**src/svmon_defs.svh**
```systemverilog
`ifndef SVMON_DEFS_SVH
`define SVMON_DEFS_SVH

// register indices on the 2-bit address port
`define SVMON_ADDR_CTRL 2'h0
`define SVMON_ADDR_STAT 2'h1
`define SVMON_ADDR_MASK 2'h2

// supply_monitor_ctrl field positions
`define SVMON_TRIP_MSB 2
`define SVMON_TRIP_LSB 0
`define SVMON_ON_BIT 4
`define SVMON_FLAG_BIT 5
`define SVMON_TRIP_RESET 3'h0
`define SVMON_ON_RESET 1'h0

// status and mask layout
`define SVMON_ST_IRQ 0
`define SVMON_ST_SETTLED 1
`define SVMON_ST_W 2
`define SVMON_STAT_RESET 2'h0
`define SVMON_MASK_RESET 2'h0

// timing
`define SVMON_CLK_MHZ 250
`define SVMON_SETTLE_US 150
`define SVMON_IRQ_DELAY_US 45
`define SVMON_US_TO_CYC(us) ((us) * `SVMON_CLK_MHZ)
`define SVMON_CNT_ONE 24'h000001
`define SVMON_CNT_ZERO 24'h000000

`endif

```
**src/svmon_pkg.sv**
```systemverilog
package svmon_pkg;

    typedef logic [23:0] svmon_cnt_t;

    typedef enum logic [1:0]
    {
        DLY_WAIT_HIGH = 2'b00,
        DLY_COUNT = 2'b01,
        DLY_FIRED = 2'b10
    } svmon_dly_state_t;

    typedef enum logic [1:0]
    {
        SET_OFF = 2'b00,
        SET_SETTLING = 2'b01,
        SET_READY = 2'b10
    } svmon_settle_state_t;

    typedef struct packed
    {
        logic sync1;
        logic sync2;
        logic lowv;
        logic evt;
        svmon_dly_state_t dstate;
        svmon_cnt_t cnt;
    } svmon_filt_state_t;

    typedef struct packed
    {
        logic [2:0] trip;
        logic det_on;
        logic det_en;
        logic [1:0] stat;
        logic [1:0] mask;
        logic [7:0] rdata;
        svmon_settle_state_t sstate;
        svmon_cnt_t scnt;
        logic wake;
        logic irq;
        logic mf;
    } svmon_top_state_t;

endpackage : svmon_pkg

```
**src/svmon_det_if.sv**
```systemverilog
`timescale 1ns/100ps
interface svmon_det_if;
    logic det_en;
    logic lowv;
    logic delayed_evt;

    modport filt
    (
        input det_en,
        output lowv,
        output delayed_evt
    );

    modport ctrl
    (
        output det_en,
        input lowv,
        input delayed_evt
    );
endinterface : svmon_det_if

```
**src/svmon_cmp_filter.sv**
```systemverilog
`timescale 1ns/100ps
`include "svmon_defs.svh"
module svmon_cmp_filter #(
    parameter svmon_pkg::svmon_cnt_t IRQ_DELAY_CYCLES = 24'(`SVMON_US_TO_CYC(`SVMON_IRQ_DELAY_US))
) (
    // clock and reset
    input wire logic clock,
    input wire logic reset,
    // analog comparator, asynchronous
    input wire logic cmp_async,
    // towards the register side
    svmon_det_if.filt det
);

    svmon_pkg::svmon_filt_state_t s;
    svmon_pkg::svmon_filt_state_t next_s;

    always_comb
    begin
        next_s = s;
        next_s.sync1 = cmp_async;
        next_s.sync2 = s.sync1;
        // a disabled detector may float its output, so force a clean low
        next_s.lowv = s.sync2 & det.det_en;
        next_s.evt = 1'b0;
        case (s.dstate)
            svmon_pkg::DLY_WAIT_HIGH:
            begin
                if (s.lowv)
                begin
                    next_s.cnt = `SVMON_CNT_ONE;
                    next_s.dstate = svmon_pkg::DLY_COUNT;
                end
            end
            svmon_pkg::DLY_COUNT:
            begin
                // a dip back above the level restarts the wait
                if (!s.lowv)
                begin
                    next_s.dstate = svmon_pkg::DLY_WAIT_HIGH;
                end
                else if (s.cnt >= IRQ_DELAY_CYCLES)
                begin
                    next_s.evt = 1'b1;
                    next_s.dstate = svmon_pkg::DLY_FIRED;
                end
                else
                begin
                    next_s.cnt = s.cnt + `SVMON_CNT_ONE;
                end
            end
            svmon_pkg::DLY_FIRED:
            begin
                if (!s.lowv)
                begin
                    next_s.dstate = svmon_pkg::DLY_WAIT_HIGH;
                end
            end
            default:
            begin
                next_s.dstate = svmon_pkg::DLY_WAIT_HIGH;
            end
        endcase
    end

    always_ff @(posedge clock)
    begin
        if (reset)
        begin
            s <= '0;
        end
        else
        begin
            s <= next_s;
        end
    end

    assign det.lowv = s.lowv;
    assign det.delayed_evt = s.evt;

endmodule : svmon_cmp_filter

```
**src/svmon_top.sv**
```systemverilog
// The register addresses and strobed register access were chosen for this implementation.
`timescale 1ns/100ps
`include "svmon_defs.svh"
// How it works
// - writing detector_on 1 enables the detector; 0 switches it fully off
// - trip_level_sel bits 2..0 pick one of eight ascending levels, 1.8V to 4.0V
// - read-only lowv_flag at bit 5 shows supply below trip level
// - sleep forces the detector off whatever detector_on holds
// - lowv_irq_req sets only after irq_delay of lowv_flag staying high
// - lowv_irq_req feeds a shared multi-function interrupt, not its own vector
// - lowv_irq_req becoming set during idle produces a wake request
// - bits 7, 6 and 3 read zero and ignore writes
// - lowv_flag may toggle repeatedly near the trip level
module svmon_top #(
    parameter svmon_pkg::svmon_cnt_t SETTLE_CYCLES = 24'(`SVMON_US_TO_CYC(`SVMON_SETTLE_US)),
    parameter svmon_pkg::svmon_cnt_t IRQ_DELAY_CYCLES =
        24'(`SVMON_US_TO_CYC(`SVMON_IRQ_DELAY_US))
) (
    // clock and reset
    input wire logic clock,
    input wire logic reset,
    // register port
    input wire logic [1:0] reg_addr,
    input wire logic [7:0] reg_wdata,
    input wire logic reg_write,
    input wire logic reg_read,
    output logic [7:0] reg_rdata,
    // analog detector
    input wire logic cmp_async,
    output logic detector_enable,
    output logic [2:0] trip_level_sel,
    // power management
    input wire logic sleep_mode,
    input wire logic idle_mode,
    output logic wake_idle,
    // interrupts
    output logic irq,
    output logic mf_irq_req
);

    svmon_pkg::svmon_top_state_t s;
    svmon_pkg::svmon_top_state_t next_s;
    svmon_det_if det();
    logic [1:0] set_vec;
    logic [1:0] clr_vec;
    logic [7:0] ctrl_view;

    svmon_cmp_filter #(
        .IRQ_DELAY_CYCLES(IRQ_DELAY_CYCLES)
    ) u_filter (
        .clock(clock),
        .reset(reset),
        .cmp_async(cmp_async),
        .det(det.filt)
    );

    assign det.det_en = s.det_en;

    always_comb
    begin
        next_s = s;
        set_vec = `SVMON_STAT_RESET;
        clr_vec = `SVMON_STAT_RESET;
        ctrl_view = 8'h00;
        ctrl_view[`SVMON_TRIP_MSB:`SVMON_TRIP_LSB] = s.trip;
        ctrl_view[`SVMON_ON_BIT] = s.det_on;
        ctrl_view[`SVMON_FLAG_BIT] = det.lowv;

        if (reg_write)
        begin
            case (reg_addr)
                `SVMON_ADDR_CTRL:
                begin
                    // flag and unused bits are not stored
                    next_s.trip = reg_wdata[`SVMON_TRIP_MSB:`SVMON_TRIP_LSB];
                    next_s.det_on = reg_wdata[`SVMON_ON_BIT];
                end
                `SVMON_ADDR_STAT:
                begin
                    clr_vec = reg_wdata[`SVMON_ST_W-1:0];
                end
                `SVMON_ADDR_MASK:
                begin
                    next_s.mask = reg_wdata[`SVMON_ST_W-1:0];
                end
                default:
                begin
                    next_s.mask = s.mask;
                end
            endcase
        end

        // sleep overrides the enable
        next_s.det_en = next_s.det_on & ~sleep_mode;

        case (s.sstate)
            svmon_pkg::SET_OFF:
            begin
                if (s.det_en)
                begin
                    next_s.scnt = `SVMON_CNT_ONE;
                    next_s.sstate = svmon_pkg::SET_SETTLING;
                end
            end
            svmon_pkg::SET_SETTLING:
            begin
                if (!s.det_en)
                begin
                    next_s.sstate = svmon_pkg::SET_OFF;
                end
                else if (s.scnt >= SETTLE_CYCLES)
                begin
                    set_vec[`SVMON_ST_SETTLED] = 1'b1;
                    next_s.sstate = svmon_pkg::SET_READY;
                end
                else
                begin
                    next_s.scnt = s.scnt + `SVMON_CNT_ONE;
                end
            end
            svmon_pkg::SET_READY:
            begin
                if (!s.det_en)
                begin
                    next_s.sstate = svmon_pkg::SET_OFF;
                end
            end
            default:
            begin
                next_s.sstate = svmon_pkg::SET_OFF;
            end
        endcase

        set_vec[`SVMON_ST_IRQ] = det.delayed_evt;
        // set beats a simultaneous write-one clear
        next_s.stat = (s.stat & ~clr_vec) | set_vec;
        // only a 0 to 1 change wakes, so a pre-set flag suppresses it
        next_s.wake = det.delayed_evt & ~s.stat[`SVMON_ST_IRQ] & idle_mode;
        next_s.irq = |(next_s.stat & next_s.mask);
        next_s.mf = next_s.stat[`SVMON_ST_IRQ];

        next_s.rdata = 8'h00;
        if (reg_read)
        begin
            case (reg_addr)
                `SVMON_ADDR_CTRL:
                begin
                    next_s.rdata = ctrl_view;
                end
                `SVMON_ADDR_STAT:
                begin
                    next_s.rdata[`SVMON_ST_W-1:0] = s.stat;
                end
                `SVMON_ADDR_MASK:
                begin
                    next_s.rdata[`SVMON_ST_W-1:0] = s.mask;
                end
                default:
                begin
                    next_s.rdata = 8'h00;
                end
            endcase
        end
    end

    always_ff @(posedge clock)
    begin
        if (reset)
        begin
            s <= '0;
            s.trip <= `SVMON_TRIP_RESET;
            s.det_on <= `SVMON_ON_RESET;
            s.stat <= `SVMON_STAT_RESET;
            s.mask <= `SVMON_MASK_RESET;
            s.scnt <= `SVMON_CNT_ZERO;
        end
        else
        begin
            s <= next_s;
        end
    end

    assign reg_rdata = s.rdata;
    assign detector_enable = s.det_en;
    assign trip_level_sel = s.trip;
    assign wake_idle = s.wake;
    assign irq = s.irq;
    assign mf_irq_req = s.mf;

endmodule : svmon_top

```
**config.mk**
```make
export PLATFORM = sky130hd
export DESIGN_NAME = svmon_top
export DESIGN_NICKNAME = d
export VERILOG_FILES = /design/src/svmon_pkg.sv /design/src/svmon_det_if.sv /design/src/svmon_cmp_filter.sv /design/src/svmon_top.sv
export VERILOG_INCLUDE_DIRS = /design/src
export SDC_FILE = /design/constraint.sdc
export NUM_CORES = 1
export LEC_CHECK = 0
export BUFFER_PORTS_ARGS = -buffer_cell sky130_fd_sc_hd__buf_2
export CELL_PAD_IN_SITES_DETAIL_PLACEMENT = 1
export CELL_PAD_IN_SITES_GLOBAL_PLACEMENT = 1
export CORE_AREA = 2 2 73 110
export CTS_CLUSTER_SIZE = 40
export DETAILED_ROUTE_END_ITERATION = 16
export DIE_AREA = 0 0 75 112
export HOLD_SLACK_MARGIN = 0.05
export PLACE_DENSITY = 0.84
export SYNTH_ARGS = -nofsm -noshare
export SYNTH_HDL_FRONTEND = slang
export SYNTH_SLANG_ARGS = --single-unit
```
**constraint.sdc**
```tcl
create_clock -name clock -period 3.2 [get_ports clock]
set_input_delay 0.64 -clock clock [delete_from_list [all_inputs] [get_ports clock]]
set_output_delay 0.64 -clock clock [all_outputs]
set_load 0.05 [all_outputs]
```
==> flow_summary_export.csv <==
group,metric,value,unit
cells_and_area,finalNonFillerCells,478,
synth,yosysTopAreaCellShare,44.3,%
sta,worst_pin_slew,0.774,ns
synth,yosys_most_used_dff,"dfxtp_1",
sta,layout_min_cycle_time,2.42,ns
setup_path,crit_type,"flop to flop",
cells_and_area,fin_nets,392,
sta,rsz0062_at_grt,"false",
global_route,grt_pass1_wl,12100,um
die,start_util,43.6,%
job,cap_violations,0,
pwr,power_leakage,1.45,nW
routing,drtAntennaViolNets,0,
cells_and_area,n_antenna_cell,0,
run_status,outcome,"finished, final reports clean",
routing,vias,2593,
synth,seq_area_frac_synth,44.3,%
synth,synth_top_family_by_area,"simple AND/OR/NAND/NOR gates",
synth,yosys_warnings,0,
global_route,grt_use_total,18.7,%
pwr,p_sw,0.000432,W
pwr,p_per_area,538,nW/um2
synth,syn_area,3250,um2
synth,synth_compound_area_share,11.5,%
clock_tree,clk_latency,0.33,ns
cells_and_area,drive_gt1_share,13.0,%
sta,fin_crit_sh,75.7,%
placement,io_buffers,24,
sta,fmax,413,MHz
synth,muxShareOfSynthArea,8.31,%
routing,drt_pre_antenna_iters,4,
synth,synthSimpleGateAreaFrac,29.2,%
die,coreArea,7470,um2
synth,synthCells,359,
global_route,antenna_found_initial,0,
setup_path,cp.arrival,2.65,ns
die,fp.dieH,112,um
clock_tree,h-tree-depth,3,
cells_and_area,layout_common_cells,"72 x dfxtp_1, 38 x nand2_1, 27 x mux2i_1",
synth,synthArstFlopShare,0,%
clock_tree,cts.sinks,72,
global_route,grt_max_degree,44,
setup_path,startpoint_type,"flop",
clock_tree,post_cts_buffers,0,
setup_path,cp.required,3.43,ns
pwr,p_comb_share,3.6,%
hold_path,min_path_type,"flop to flop",
clock_tree,cts_resized,0,
routing,dr.first_iter.drc_count,115,
global_route,first_global_vias,2670,
sta,timing.hold.ws,0.424,ns
pwr,p_total,0.00198,W
routing,avgRoutedWirePerCell,14.9,um
synth,synthTopCellsByArea,"dfxtp_1 44%, mux2i_1 8.3%, and2_1 5.0%",
pwr,power_frac_clock,50.8,%
synth,synth-xor-area-share,0,%
pwr,p_seq_share,45.7,%
setup_path,crit_fanout,6,
pwr,p_sw_share,21.8,%
synth,synth_edf_count,0,
sta,fin_setup_tns,0,ns
clock_tree,ctsHoldBuffers,0,
clock_tree,tritoncts,"yes",
placement,dpl.hpwl,5060,um
clock_tree,cts_root_buffer,"clkbuf_16",
synth,synth_cell_types,47,
sta,maxSlewViolCount,0,
die,rows,39,
placement,dp_cells,462,
pwr,peakVddDrop,0.283,mV
sta,slew_headroom,48.2,%
placement,gp_congestion,0.818,
die,die_area,8400,um2
pwr,p_int,0.00155,W
sta,setup_viol,0,
routing,wirelength,7110,um
synth,yosys.area.top_type,"dfxtp_1",
clock_tree,clk_pin_slew_worst_paths,0.06,ns
sta,hold_violations,0,
synth,avgSynthCellArea,9.06,um2
clock_tree,cts_buffers,9,
cells_and_area,layout_commonest_cell,"dfxtp_1",
die,ios,32,
synth,synth_fa_ha_area_share,1.54,%
clock_tree,cts_buffer_depth,2,
setup_path,worstSetupEndpointType,"flop",
routing,drc,0,
sta,finClkSkew,0.00515,ns
cells_and_area,area_delta_synth_final,13.3,%
routing,viasPerCell,5.42,
synth,ys_ff_latch,72,
global_route,overflow,0,
die,die_w,75,um
[registers in the layout, summed over array words and instances, names as in the netlist]
name and flops:
s 30, detector_enable 1, irq 1, u_filter.s 27
trip_level_sel 3, ctrl_view 1, wake_idle 1, u_filter.det.lowv 1
u_filter.det.delayed_evt 1, u_filter.next_s 1, reg_rdata 5
[layer usage]
metal | vias up | routed length (um) | track usage (%)
li1 | 1299 | - | -
met1 | 1246 | 2850 | 19.6
met2 | 31 | 3890 | 33.7
met3 | 17 | 193 | 4.62
met4 | 0 | 175 | 8.21
met5 | - | 0 | 0
[final timing paths]
kind	startpoint	to	slack, ns	cells after the start
worst max-delay path	u_filter.s[0]$_SDFFE_PP0P_	u_filter.s[11]$_SDFFE_PP0P_	0.78	7
worst min-delay path	u_filter.s[28]$_SDFF_PP0_	u_filter.det.lowv$_SDFF_PP0_	0.42	2
worst max register to register	u_filter.s[0]$_SDFFE_PP0P_	u_filter.s[11]$_SDFFE_PP0P_	0.78	7
worst min register to register	u_filter.s[28]$_SDFF_PP0_	u_filter.det.lowv$_SDFF_PP0_	0.42	2
[logic make-up after synthesis]
group,count (synthesis)
AO/OA/AOI/OAI,53
adder cells (fa/ha/maj),4
buffers and inverters,33
flip-flops,72
multiplexers,27
other,1
AND/OR/NAND/NOR,169
[critical path, stage by stage (launching register included)]
cell and delay, ns:
dfxtp_1 0.39, inv_1 0.08, ha_1 0.20, or4_1 0.41, and4_4 0.22, nor4b_2 0.61
a31oi_1 0.17, a41o_1 0.23
[layout make-up]
class | count | area, um2
fillers | 862 | 3780
well taps | 102 | 128
multi-input cells | 256 | 1650
repair buffers | 26 | 135
clock buffers | 10 | 239
inverters | 6 | 22.5
flip-flops and latches | 72 | 1440
clock inverters | 6 | 65.1
[synthesized netlist by cell type, types with 3 or more instances]
cell,instances
ha_1,4
a21oi_1,19
buf_4,11
or4_1,6
and2_1,26
nor3_1,8
a2111oi_0,4
nor2b_1,6
and3_1,5
nand3b_1,4
nand3_1,5
mux2i_1,27
dfxtp_1,72
nor4_1,5
o31ai_1,4
clkbuf_1,16
nand2_1,38
nand2b_1,10
a31oi_1,3
or3_1,15
inv_1,6
and4_1,3
nor2_1,19
nand4_1,10
a211oi_1,4
[power groups by stage]
| stage | Combinational (W) | Clock, W | Sequential, W |
|---|---|---|---|
| finish | 0.0000708 | 0.00101 | 0.000905 |
| global route | 0.0000776 | 0.00107 | 0.000905 |
| CTS | 0.0000719 | 0.00103 | 0.000905 |
| detailed placement | 0.0000711 | 0 | 0.000925 |
| global placement | 0.0000688 | 0 | 0.000924 |
| floorplan | 0.0000547 | 0 | 0.000924 |
[metrics by stage]
stage	setup WS (ns)	utilization [%]	instance area, um2
after floorplan	1.02	-	3260
after global placement	0.813	45.3	3380
after detailed placement	0.778	45.3	3380
after CTS	0.763	49.4	3680
after global routing	0.605	49.4	3680
final	0.777	49.4	3680
No activity file was read; power rests on OpenSTA's default activity.
